<file path="config.mk">
export PLATFORM = sky130hd
export DESIGN_NAME = iopmc_top
export DESIGN_NICKNAME = d
export VERILOG_FILES = /design/src/pkg/iopmc_pkg.sv /design/src/hdl/iopmc_sync_port.sv /design/src/hdl/iopmc_top.sv
export SDC_FILE = /design/constraint.sdc
export NUM_CORES = 1
export LEC_CHECK = 0
export ABC_AREA = 1
export BUFFER_PORTS_ARGS = -buffer_cell sky130_fd_sc_hd__buf_2
export CAP_MARGIN = 20
export CORE_MARGIN = 5
export CORE_UTILIZATION = 39
export CTS_CLUSTER_SIZE = 25
export DETAILED_ROUTE_END_ITERATION = 8
export GPL_TIMING_DRIVEN = 0
export HOLD_SLACK_MARGIN = 0.06
export SYNTH_ARGS = -nofsm -noshare
export SYNTH_HDL_FRONTEND = slang
export SYNTH_SLANG_ARGS = --single-unit
export TNS_END_PERCENT = 10
</file>
<file path="constraint.sdc">
create_clock -name I_REF_CLK -period 4.9 [get_ports I_REF_CLK]
set_clock_uncertainty 0.1 [all_clocks]
set_input_delay 0.49 -clock I_REF_CLK [delete_from_list [all_inputs] [get_ports I_REF_CLK]]
set_output_delay 0.49 -clock I_REF_CLK [all_outputs]
set_load 0.005 [all_outputs]
</file>
<file path="src/pkg/iopmc_pkg.sv">
package iopmc_pkg;

	// ****************************************
	// Register map (data-space offsets)
	// ****************************************
	localparam logic [7:0] IO_SPACE_BIAS = 8'h20; // Data-space minus this gives I/O space
	localparam logic [7:0] IO_SPACE_TOP = 8'h3F; // Highest I/O-space address
	localparam logic [7:0] OFF_PORT_B_PIN_INPUT = 8'h23;
	localparam logic [7:0] OFF_PORT_B_DIRECTION = 8'h24;
	localparam logic [7:0] OFF_PORT_B_OUTPUT = 8'h25;
	localparam logic [7:0] OFF_PORT_C_PIN_INPUT = 8'h26;
	localparam logic [7:0] OFF_PORT_C_DIRECTION = 8'h27;
	localparam logic [7:0] OFF_PORT_C_OUTPUT = 8'h28;
	localparam logic [7:0] OFF_PORT_D_PIN_INPUT = 8'h29;
	localparam logic [7:0] OFF_PORT_D_DIRECTION = 8'h2A;
	localparam logic [7:0] OFF_PORT_D_OUTPUT = 8'h2B;
	localparam logic [7:0] OFF_MICRO_CONTROL = 8'h55;

	// ****************************************
	// Field layout and reset values
	// ****************************************
	localparam int BIT_BROWNOUT_SLEEP_OFF = 6;
	localparam int BIT_BROWNOUT_SLEEP_UNLOCK = 5;
	localparam int BIT_GLOBAL_PULLUP_KILL = 4;
	localparam int BIT_VECTOR_BASE_SELECT = 1;
	localparam int BIT_VECTOR_CHANGE_UNLOCK = 0;
	localparam logic [7:0] RST_PORT = 8'h00; // Output and direction reset
	localparam logic [7:0] RST_MICRO_CONTROL = 8'h00;
	localparam logic [7:0] PORT_C_MASK = 8'h7F; // Port C has bits 0..6 only
	localparam logic [7:0] PORT_FULL_MASK = 8'hFF;
	localparam int NUM_PORTS = 3;

	// ****************************************
	// Timing counts, in clock cycles
	// ****************************************
	localparam logic [2:0] UNLOCK_WINDOW_CYC = 3'h4; // Timed-sequence window
	localparam logic [2:0] BROWNOUT_ACTIVE_CYC = 3'h3; // Delay until sleep bit acts
	localparam logic [2:0] BROWNOUT_CLEAR_CYC = 3'h3; // Auto clear after set
	localparam logic [2:0] VSEL_HOLDOFF_CYC = 3'h2; // Write cycle plus next instruction

	// ****************************************
	// Carriers
	// ****************************************
	typedef struct packed
	{
		logic [7:0] output_data;
		logic [7:0] direction;
	} iopmc_port_s;

	typedef struct packed
	{
		logic strobe_wr;
		logic strobe_rd;
		logic io_space;
		logic [7:0] addr;
		logic [7:0] wdata;
	} iopmc_cpu_req_s;

	typedef enum logic [1:0]
	{
		VC_IDLE,
		VC_UNLOCKED,
		VC_HOLDOFF
	} iopmc_vc_state_e;

endpackage

</file>
<file path="src/hdl/iopmc_sync_port.sv">
`timescale 1ns/10ps
// Two-flop synchroniser plus per-pin pad control for one port
module iopmc_sync_port
	import iopmc_pkg::*;
#(
	parameter logic [7:0] IMPL_MASK = 8'hFF
)
(
	input wire logic clk,
	input wire logic rst,
	input wire logic [7:0] pin_raw,
	input wire iopmc_port_s port_cfg,
	input wire logic pullup_kill,
	output logic [7:0] pin_sync,
	output logic [7:0] pad_out,
	output logic [7:0] pad_oe_n,
	output logic [7:0] pad_pullup
);

	logic [7:0] meta_q; // First stage, read only by second stage
	logic [7:0] sync_q;

	// ****************************************
	// Input synchroniser
	// ****************************************
	always_ff @(posedge clk or posedge rst)
	begin
		if (rst)
		begin
			meta_q <= 8'h00;
			sync_q <= 8'h00;
		end
		else
		begin
			meta_q <= pin_raw;
			sync_q <= meta_q;
		end
	end

	assign pin_sync = sync_q & IMPL_MASK;

	// ****************************************
	// Per-pin pad drive
	// ****************************************
	genvar g;
	generate
		for (g = 0; g < 8; g++)
		begin : g_pin
			// Each pin follows only its own direction bit
			assign pad_out[g] = port_cfg.output_data[g] & IMPL_MASK[g];
			assign pad_oe_n[g] = ~(port_cfg.direction[g] & IMPL_MASK[g]);
			// Pull-up only for input with output bit one, and never when killed
			assign pad_pullup[g] = IMPL_MASK[g] & ~port_cfg.direction[g]
				& port_cfg.output_data[g] & ~pullup_kill;
		end
	endgenerate

endmodule

</file>
<file path="src/hdl/iopmc_top.sv">
`timescale 1ns/10ps
// How it works
// - Decode data-space offset and offset minus 0x20
// - Sleep bit active after three, cleared after three
// - Detector off only if sleep while active
// - Brown-out sleep feature exists on one variant
// - Pull-up kill overrides every port pull-up
// - Vector select picks flash start or boot
// - Boot base comes from boot size fuses
// - Interrupts blocked during vector change sequence
// - Global interrupt enable bit left untouched
// - Change unlock clears after three or select
// - Lock bits block interrupts in other section
// - Direction bit steers its own pin only
// - Port C implements bits zero to six
// - Pin register write toggles, read returns pins
module iopmc_top
	import iopmc_pkg::*;
#(
	parameter bit HAS_BROWNOUT_SLEEP = 1'b1, // Variant with sleep-disable feature
	parameter int PC_WIDTH = 14 // Program counter width in bits, counting words
)
(
	input wire logic I_REF_CLK,
	input wire logic I_RESET,
	input wire iopmc_cpu_req_s I_CPU_REQ,
	output logic [7:0] O_CPU_RDATA,
	input wire logic I_SLEEP_EXEC,
	input wire logic [1:0] I_BOOT_SIZE_FUSES,
	input wire logic I_APP_SECTION_LOCK_BIT,
	input wire logic I_BOOT_SECTION_LOCK_BIT,
	input wire logic I_EXEC_IN_BOOT,
	input wire logic [23:0] I_PIN_RAW,
	output logic [23:0] O_PAD_OUT,
	output logic [23:0] O_PAD_OE_N,
	output logic [23:0] O_PAD_PULLUP,
	output logic O_GLOBAL_PULLUP_KILL,
	output logic O_BROWNOUT_SLEEP_ACTIVE,
	output logic O_BROWNOUT_DETECTOR_OFF,
	output logic O_VECTOR_BASE_SELECT,
	output logic [PC_WIDTH-1:0] O_VECTOR_BASE,
	output logic O_IRQ_BLOCK
);

	// ****************************************
	// Address decode
	// ****************************************
	// Folds both address spaces onto the data-space offset
	// An I/O-space address above the top maps to an unused offset, so
	// a stray instruction can never alias onto a data-space register
	function automatic logic [7:0] norm_addr(input logic io_sp, input logic [7:0] a);
		logic [7:0] r;
		r = a;
		if (io_sp)
			r = (a <= IO_SPACE_TOP) ? a + IO_SPACE_BIAS : 8'hFF;
		return r;
	endfunction

	// Decoded write strobe for one offset
	function automatic logic wr_hit(input iopmc_cpu_req_s q, input logic [7:0] off);
		return q.strobe_wr && (norm_addr(q.io_space, q.addr) == off);
	endfunction

	// Reads decode once here; writes decode through wr_hit per register
	logic [7:0] dev_addr; // Normalised address
	logic [7:0] wd; // Write data
	assign dev_addr = norm_addr(I_CPU_REQ.io_space, I_CPU_REQ.addr);
	assign wd = I_CPU_REQ.wdata;

	// ****************************************
	// Port registers
	// ****************************************
	iopmc_port_s port_q [NUM_PORTS]; // Output and direction per port
	logic [7:0] pin_sync [NUM_PORTS]; // Synchronised pin levels
	localparam logic [7:0] OFF_PIN [NUM_PORTS] =
		'{OFF_PORT_B_PIN_INPUT, OFF_PORT_C_PIN_INPUT, OFF_PORT_D_PIN_INPUT};
	localparam logic [7:0] OFF_DIR [NUM_PORTS] =
		'{OFF_PORT_B_DIRECTION, OFF_PORT_C_DIRECTION, OFF_PORT_D_DIRECTION};
	localparam logic [7:0] OFF_OUT [NUM_PORTS] =
		'{OFF_PORT_B_OUTPUT, OFF_PORT_C_OUTPUT, OFF_PORT_D_OUTPUT};
	localparam logic [7:0] IMPL [NUM_PORTS] = '{PORT_FULL_MASK, PORT_C_MASK, PORT_FULL_MASK};

	// Pull-up kill lives in the control register but gates every port,
	// so it is declared ahead of the port generate loop
	logic pullup_kill_q; // Global pull-up disable

	genvar p;
	generate
		for (p = 0; p < NUM_PORTS; p++)
		begin : g_port
			// Output and direction; a pin-register write toggles output bits
			// A toggle write leaves direction alone; only output data flips
			always_ff @(posedge I_REF_CLK or posedge I_RESET)
			begin
				if (I_RESET)
				begin
					port_q[p] <= '{output_data: RST_PORT, direction: RST_PORT};
				end
				else
				begin
					if (wr_hit(I_CPU_REQ, OFF_OUT[p]))
						port_q[p].output_data <= wd & IMPL[p];
					else if (wr_hit(I_CPU_REQ, OFF_PIN[p]))
						// Ones invert, zeros leave the bit alone
						port_q[p].output_data <= port_q[p].output_data ^ (wd & IMPL[p]);
					if (wr_hit(I_CPU_REQ, OFF_DIR[p]))
						port_q[p].direction <= wd & IMPL[p];
				end
			end

			// Pad control and synchronised pins
			iopmc_sync_port #(
				.IMPL_MASK(IMPL[p])
			) u_port (
				.clk(I_REF_CLK),
				.rst(I_RESET),
				.pin_raw(I_PIN_RAW[8*p +: 8]),
				.port_cfg(port_q[p]),
				.pullup_kill(pullup_kill_q),
				.pin_sync(pin_sync[p]),
				.pad_out(O_PAD_OUT[8*p +: 8]),
				.pad_oe_n(O_PAD_OE_N[8*p +: 8]),
				.pad_pullup(O_PAD_PULLUP[8*p +: 8])
			);
		end
	endgenerate

	// ****************************************
	// Control register decode
	// ****************************************
	logic mc_wr; // Write to the control register
	assign mc_wr = wr_hit(I_CPU_REQ, OFF_MICRO_CONTROL);

	// Pull-up kill is a plain read/write bit
	always_ff @(posedge I_REF_CLK or posedge I_RESET)
	begin
		if (I_RESET)
			pullup_kill_q <= RST_MICRO_CONTROL[BIT_GLOBAL_PULLUP_KILL];
		else if (mc_wr)
			pullup_kill_q <= wd[BIT_GLOBAL_PULLUP_KILL];
	end

	// ****************************************
	// Brown-out sleep timed sequence
	// ****************************************
	logic brownout_sleep_off_unlock_q; // Unlock window open
	logic [2:0] brownout_sleep_off_unlock_cnt_q; // Cycles left in unlock window
	logic brownout_sleep_off_q; // Sleep-off bit as read back
	logic [2:0] brownout_sleep_off_age_q; // Cycles since sleep-off bit was set
	logic brownout_sleep_off_arm; // Second write of the sequence

	assign brownout_sleep_off_arm = mc_wr && brownout_sleep_off_unlock_q && wd[BIT_BROWNOUT_SLEEP_OFF]
		&& !wd[BIT_BROWNOUT_SLEEP_UNLOCK];

	// The window counter is loaded with the full count and the unlock drops
	// on the last count, so a late second write is simply ignored
	// Unlock opens on a write of both bits and lapses after the window
	always_ff @(posedge I_REF_CLK or posedge I_RESET)
	begin
		if (I_RESET)
		begin
			brownout_sleep_off_unlock_q <= 1'b0;
			brownout_sleep_off_unlock_cnt_q <= 3'h0;
		end
		else if (!HAS_BROWNOUT_SLEEP)
		begin
			// Variant without the feature: bits stay zero
			brownout_sleep_off_unlock_q <= 1'b0;
			brownout_sleep_off_unlock_cnt_q <= 3'h0;
		end
		else if (mc_wr && wd[BIT_BROWNOUT_SLEEP_OFF] && wd[BIT_BROWNOUT_SLEEP_UNLOCK])
		begin
			brownout_sleep_off_unlock_q <= 1'b1;
			brownout_sleep_off_unlock_cnt_q <= UNLOCK_WINDOW_CYC;
		end
		else if (brownout_sleep_off_arm || (brownout_sleep_off_unlock_q && brownout_sleep_off_unlock_cnt_q == 3'h1))
		begin
			brownout_sleep_off_unlock_q <= 1'b0;
			brownout_sleep_off_unlock_cnt_q <= 3'h0;
		end
		else if (brownout_sleep_off_unlock_q)
			brownout_sleep_off_unlock_cnt_q <= brownout_sleep_off_unlock_cnt_q - 3'h1;
	end

	// A fresh arm restarts the age, so the bit cannot act early on a repeat
	// Sleep-off bit counts its age; acts at three, clears at three
	always_ff @(posedge I_REF_CLK or posedge I_RESET)
	begin
		if (I_RESET)
		begin
			brownout_sleep_off_q <= 1'b0;
			brownout_sleep_off_age_q <= 3'h0;
		end
		else if (brownout_sleep_off_arm && HAS_BROWNOUT_SLEEP)
		begin
			brownout_sleep_off_q <= 1'b1;
			brownout_sleep_off_age_q <= 3'h0;
		end
		else if (brownout_sleep_off_q && brownout_sleep_off_age_q == BROWNOUT_CLEAR_CYC - 3'h1)
		begin
			brownout_sleep_off_q <= 1'b0;
			brownout_sleep_off_age_q <= 3'h0;
		end
		else if (brownout_sleep_off_q)
			brownout_sleep_off_age_q <= brownout_sleep_off_age_q + 3'h1;
	end

	// Active in the last cycle before the automatic clear
	assign O_BROWNOUT_SLEEP_ACTIVE = brownout_sleep_off_q
		&& (brownout_sleep_off_age_q == BROWNOUT_ACTIVE_CYC - 3'h1);

	// Holding the request until wake keeps the detector off for the whole
	// sleep period, not just the cycle in which sleep began
	// Detector off latched on sleep while active, released on wake
	always_ff @(posedge I_REF_CLK or posedge I_RESET)
	begin
		if (I_RESET)
			O_BROWNOUT_DETECTOR_OFF <= 1'b0;
		else if (I_SLEEP_EXEC && O_BROWNOUT_SLEEP_ACTIVE)
			O_BROWNOUT_DETECTOR_OFF <= 1'b1;
		else if (!I_SLEEP_EXEC)
			O_BROWNOUT_DETECTOR_OFF <= 1'b0;
	end

	// ****************************************
	// Vector select timed sequence
	// ****************************************
	iopmc_vc_state_e vc_state_q; // Sequence state
	logic [2:0] vc_cnt_q; // Cycle counter for window or hold-off
	logic vsel_q; // Vector base select
	logic vsel_wr; // Second write of the sequence

	assign vsel_wr = mc_wr && (vc_state_q == VC_UNLOCKED)
		&& !wd[BIT_VECTOR_CHANGE_UNLOCK];

	// A fresh unlock write always wins over the running count, so software
	// retrying the sequence gets a full window again
	// Unlock, then either select write with short hold-off or timeout
	always_ff @(posedge I_REF_CLK or posedge I_RESET)
	begin
		if (I_RESET)
		begin
			vc_state_q <= VC_IDLE;
			vc_cnt_q <= 3'h0;
		end
		else if (mc_wr && wd[BIT_VECTOR_CHANGE_UNLOCK])
		begin
			// Each unlock write restarts the window
			vc_state_q <= VC_UNLOCKED;
			vc_cnt_q <= UNLOCK_WINDOW_CYC - 3'h1;
		end
		else
		begin
			case (vc_state_q)
				VC_IDLE:
					vc_cnt_q <= 3'h0;
				VC_UNLOCKED:
					if (vsel_wr)
					begin
						// Keep blocking through the next instruction
						vc_state_q <= VC_HOLDOFF;
						vc_cnt_q <= VSEL_HOLDOFF_CYC - 3'h1;
					end
					else if (vc_cnt_q == 3'h1)
						vc_state_q <= VC_IDLE;
					else
						vc_cnt_q <= vc_cnt_q - 3'h1;
				VC_HOLDOFF:
					if (vc_cnt_q <= 3'h1)
						vc_state_q <= VC_IDLE;
					else
						vc_cnt_q <= vc_cnt_q - 3'h1;
				default:
					vc_state_q <= VC_IDLE;
			endcase
		end
	end

	// Select bit changes only through the sequence
	always_ff @(posedge I_REF_CLK or posedge I_RESET)
	begin
		if (I_RESET)
			vsel_q <= RST_MICRO_CONTROL[BIT_VECTOR_BASE_SELECT];
		else if (vsel_wr)
			vsel_q <= wd[BIT_VECTOR_BASE_SELECT];
	end

	assign O_VECTOR_BASE_SELECT = vsel_q;

	// Boot section start: larger fuse code means smaller boot area
	// Fuse code zero gives the largest boot area and the lowest base
	logic [PC_WIDTH-1:0] boot_base; // Word address of boot start
	always_comb
	begin
		boot_base = '1 << (8 + 3 - I_BOOT_SIZE_FUSES);
	end
	assign O_VECTOR_BASE = vsel_q ? boot_base : '0;

	// Blocking includes the cycle of the unlock write; it never touches the I-bit
	// Lock-bit blocking follows the live inputs combinationally, so a change
	// of execution section takes effect at once
	logic vc_block; // Sequence blocking term
	assign vc_block = (mc_wr && wd[BIT_VECTOR_CHANGE_UNLOCK]) || (vc_state_q != VC_IDLE);
	assign O_IRQ_BLOCK = vc_block
		|| (vsel_q && I_APP_SECTION_LOCK_BIT && !I_EXEC_IN_BOOT)
		|| (!vsel_q && I_BOOT_SECTION_LOCK_BIT && I_EXEC_IN_BOOT);
	assign O_GLOBAL_PULLUP_KILL = pullup_kill_q;

	// ****************************************
	// Read data
	// ****************************************
	// Bits 7, 3 and 2 are not implemented and read as zero
	logic [7:0] mc_view; // Control register as read
	always_comb
	begin
		mc_view = 8'h00;
		mc_view[BIT_BROWNOUT_SLEEP_OFF] = brownout_sleep_off_q;
		mc_view[BIT_BROWNOUT_SLEEP_UNLOCK] = brownout_sleep_off_unlock_q;
		mc_view[BIT_GLOBAL_PULLUP_KILL] = pullup_kill_q;
		mc_view[BIT_VECTOR_BASE_SELECT] = vsel_q;
		mc_view[BIT_VECTOR_CHANGE_UNLOCK] = (vc_state_q == VC_UNLOCKED);
	end

	// Registered read; unmapped addresses read zero
	// Later matches in the loop override the default, one offset per register
	always_ff @(posedge I_REF_CLK or posedge I_RESET)
	begin
		if (I_RESET)
			O_CPU_RDATA <= 8'h00;
		else if (I_CPU_REQ.strobe_rd)
		begin
			O_CPU_RDATA <= (dev_addr == OFF_MICRO_CONTROL) ? mc_view : 8'h00;
			for (int i = 0; i < NUM_PORTS; i++)
			begin
				if (dev_addr == OFF_PIN[i])
					O_CPU_RDATA <= pin_sync[i];
				if (dev_addr == OFF_DIR[i])
					O_CPU_RDATA <= port_q[i].direction;
				if (dev_addr == OFF_OUT[i])
					O_CPU_RDATA <= port_q[i].output_data;
			end
		end
	end

endmodule

</file>
==> impl_metrics.tcl <==
set metrics [dict create \
    dpl_worst_slack_ps 2137 \
    grt-ovfl-total 0 \
    fillers 1449 \
    power_density_nw_per_um2 326.1 \
    start_kind "input port" \
    viasPerCell 4.700 \
    die_x_um 131.5 \
    regArea_um2 2903 \
    min-delay-path-class "in2reg" \
    postCtsSetupRepairBufs 0 \
    p_comb_share_pct 6.6 \
    synth_warnings 0 \
    drc 0 \
    crit_arrival_ps 2180 \
    switchingPower_mw 0.5717 \
    path_common_cell "buf_2" \
    clk_path_buf_depth 2 \
    timing_worst_setup_path_type "in2out" \
    multi_input_area_um2 2230 \
    syn_area_per_cell_um2 8.437 \
    die_area_um2 17280 \
    holdPathStages 1 \
    dieHeight_um 131.5 \
    setup_ws_ps 2135 \
    hold_end "g_port[2].u_port.meta_q[4]$_DFF_PP0_" \
    synth_cells 682 \
    htree_levels 4 \
    r2r_slack_ps 3190 \
    fp-row-count 44 \
    vias 4912 \
    synth-seq-cells 116 \
    cts_tree "yes" \
    clock_sinks 116 \
    grt_usage_pct 18.53 \
    p_leak_nw 3.749 \
    nNetsFinal 909 \
    drt_iter0_drc 284 \
    root_buffer "clkbuf_16" \
    antenna_cells 0 \
    reg2reg_depth 9 \
    netlist_area_um2 5754 \
    r2r-start "vc_state_q[0]$_DFFE_PP0P_" \
    synth-seq-area-share_pct 50.45 \
    p_sw_share_pct 23.90 \
    rsz0062_at_grt "false" \
    cp_slowest_cell "o21ai_4" \
    p_seq_share_pct 42.3 \
    hold_viol_final 0 \
    synth_area_leaders "dfrtp_1 (50%), nand2_1 (12%), inv_1 (5.6%)" \
    fp.coreArea_um2 14480 \
    finalSetupTns_ps 0 \
    worstHoldStart "I_PIN_RAW[20]" \
    grt_pass1_vias 4784 \
    cp.required_ps 4310 \
    cpPeakStageDelay_ps 310 \
    layout-drive-gt1-share_pct 27.76 \
    setup_viol 0 \
    placed_area_um2 6731 \
    internal-power_mw 1.820 \
    pwr-share-clk_pct 51.1 \
    fin_crit_sh_pct 56.43 \
    status "finished, final reports clean" \
    io_pins 150 \
    synth.distinct_cells 39 \
    dp_hpwl_um 12030 \
    fmax_mhz 361.7 \
    worstPathCellList "buf_2 > o21ai_4 > nand3_2 > nor2_4 > nand3_4 > clkinv_2 > nand2_1 > o2111ai_1 > buf_2" \
    ant_nets 0 \
    numCtsBuffers 17 \
    grt_max_degree 72 \
    cp-end-kind "output pin" \
    yosysTopAreaCellShare_pct 50.45 \
    max_cap_viol_count 0 \
    drtPass1Iterations 4 \
    worst_pin_slew_ps 766.7 \
    reg2reg_to "vc_state_q[1]$_DFFE_PP0P_" \
    gp_congestion 0.9100 \
    min_period_ps 2765 \
    netlist.top_cell.by_area "dfrtp_1" \
    wire_per_inst_um 15.13 \
    clk_pin_slew_ps 60 \
    io_buffers 136 \
    antenna_found_initial 0 \
    slew_violations 0 \
    final_area_um2 7335 \
    area_delta_synth_final_pct 27.46 \
    cts_resized 0 \
    utilization_pct 50.66 \
    relSlewSlack_pct 48.88 \
    worst_ir_drop_vdd_v 0.0002111 \
    initial_core_util_pct 39.74 \
    cp_max_fo 10 \
    cts_hold_buf 1 \
    grt_pass1_wl_um 25250 \
    drt-total-wl_um 15810 \
    insertion_delay_ps 410 \
]
## power by group through the flow
stage / combinational [mW] / sequential [mW] / clock [mW]
after CTS: 0.161 / 1.01 / 1.25
after global routing: 0.179 / 1.01 / 1.29
after global placement: 0.154 / 1.03 / 0
after detailed placement: 0.159 / 1.03 / 0
final: 0.158 / 1.01 / 1.22
after floorplan: 0.0948 / 1.02 / 0
## metrics by stage
| step | cells | hold slack [ps] | total power, mW |
|---|---|---|---|
| 2_1_floorplan | 691 | 231.2 | 1.115 |
| 5_1_grt | 1045 | 64.85 | 2.485 |
| 3_3_place_gp | 1011 | 233.9 | 1.182 |
| 3_5_place_dp | 1012 | 235.8 | 1.187 |
| 6_report | 1045 | 79.36 | 2.392 |
| 4_1_cts | 1045 | 61.03 | 2.421 |
## cell usage after synthesis
cell,instances
buf_2,4
nand3_2,1
o221ai_1,1
nand2_4,1
nor3_1,10
conb_1,2
o21a_1,1
o21ai_0,37
o21ai_4,1
a21boi_0,1
xnor2_1,10
ha_1,10
or2_1,1
or2_0,1
inv_2,3
inv_1,86
o21ai_1,9
xor2_1,15
nand3_1,49
nor3_2,1
a311oi_1,1
nand3b_1,1
a21oi_1,13
clkinv_2,1
o22ai_2,1
nand4_1,9
clkbuf_1,3
nand2_2,5
nor2_2,3
nand3b_2,1
dfrtp_1,116
o2111ai_1,2
o21a_2,2
buf_4,38
nand3_4,3
nor2_8,1
nor2_1,52
nand2_1,183
nor2_4,3
## flip-flops by register name, indices dropped and copies added, names as in the netlist
name / cells
port_q: 46
O_VECTOR_BASE_SELECT: 1
g_port.u_port.sync_q: 7
O_CPU_RDATA: 8
brownout_sleep_off_unlock_cnt_q: 3
brownout_sleep_off_unlock_q: 1
g_port.u_port.pin_sync: 16
vc_state_q: 2
brownout_sleep_off_q: 1
vc_cnt_q: 3
brownout_sleep_off_age_q: 3
O_GLOBAL_PULLUP_KILL: 1
g_port.u_port.meta_q: 23
O_BROWNOUT_DETECTOR_OFF: 1
## worst max-delay path by stage
stage                  startpoint                                    to  slack (ps)  cells past startpoint
floorplan                 I_RESET   O_BROWNOUT_DETECTOR_OFF$_DFFE_PP0P_        1240                      1
CTS                 I_CPU_REQ[14]                           O_IRQ_BLOCK        2120                      9
global route        I_CPU_REQ[14]                           O_IRQ_BLOCK        2000                      9
detailed placement  I_CPU_REQ[14]                           O_IRQ_BLOCK        2140                      9
finish              I_CPU_REQ[14]                           O_IRQ_BLOCK        2130                      9
global placement          I_RESET  g_port[1].u_port.sync_q[6]$_DFF_PP0_        -140                      2
## logic make-up (layout without fill, tap and decap cells)
kind of cell,Yosys count,in the layout,synth area share [%]
AOI/OAI and AO/OA,69,69,6.806
xor gates and xnor gates,25,25,3.805
adders and majority gates,10,10,2.174
buffers and inverters,135,305,11.39
DFF,116,116,50.45
other,2,11,0.1305
and+or+nand+nor,325,325,25.24
## placed cells by master (no fill, tap or decap), drive strengths merged
cell	netlist	layout
o21a	3	3
dfrtp	116	116
conb	2	11
clkbuf	3	21
or2	2	2
a311oi	1	1
buf	42	179
xor2	15	15
o2111ai	2	2
clkinv	1	5
dlygate4sd3	0	1
o22ai	1	1
inv	89	91
xnor2	10	10
o21ai	47	47
nand3	53	53
clkinvlp	0	6
nor3	11	11
a21boi	1	1
nand3b	2	2
nor2	59	59
nand4	9	9
o221ai	1	1
bufinv	0	2
ha	10	10
nand2	189	189
a21oi	13	13
## layer usage
layer,vias up,wire length (µm),track usage [%]
met3,23,1191,5.619
met5,-,0,0
met4,0,246,6.571
li1,2433,-,-
met1,2293,7210,24.99
met2,163,7159,28.41
## critical path: cells and delay by family
kind	cells	cell delay, ps
buf+inv	3	390
compound gates	2	430
simple gates	4	840
## area by class of cell
type	instances	area share, %
clock inverter	14	2.098
inverter	90	4.691
multi-input combinational	440	30.40
tap	184	3.139
clock buffer	18	5.988
timing repair buffer	138	9.792
buffer	45	4.316
sequential	116	39.58
Note: power is estimated with default switching activity, not from simulation.
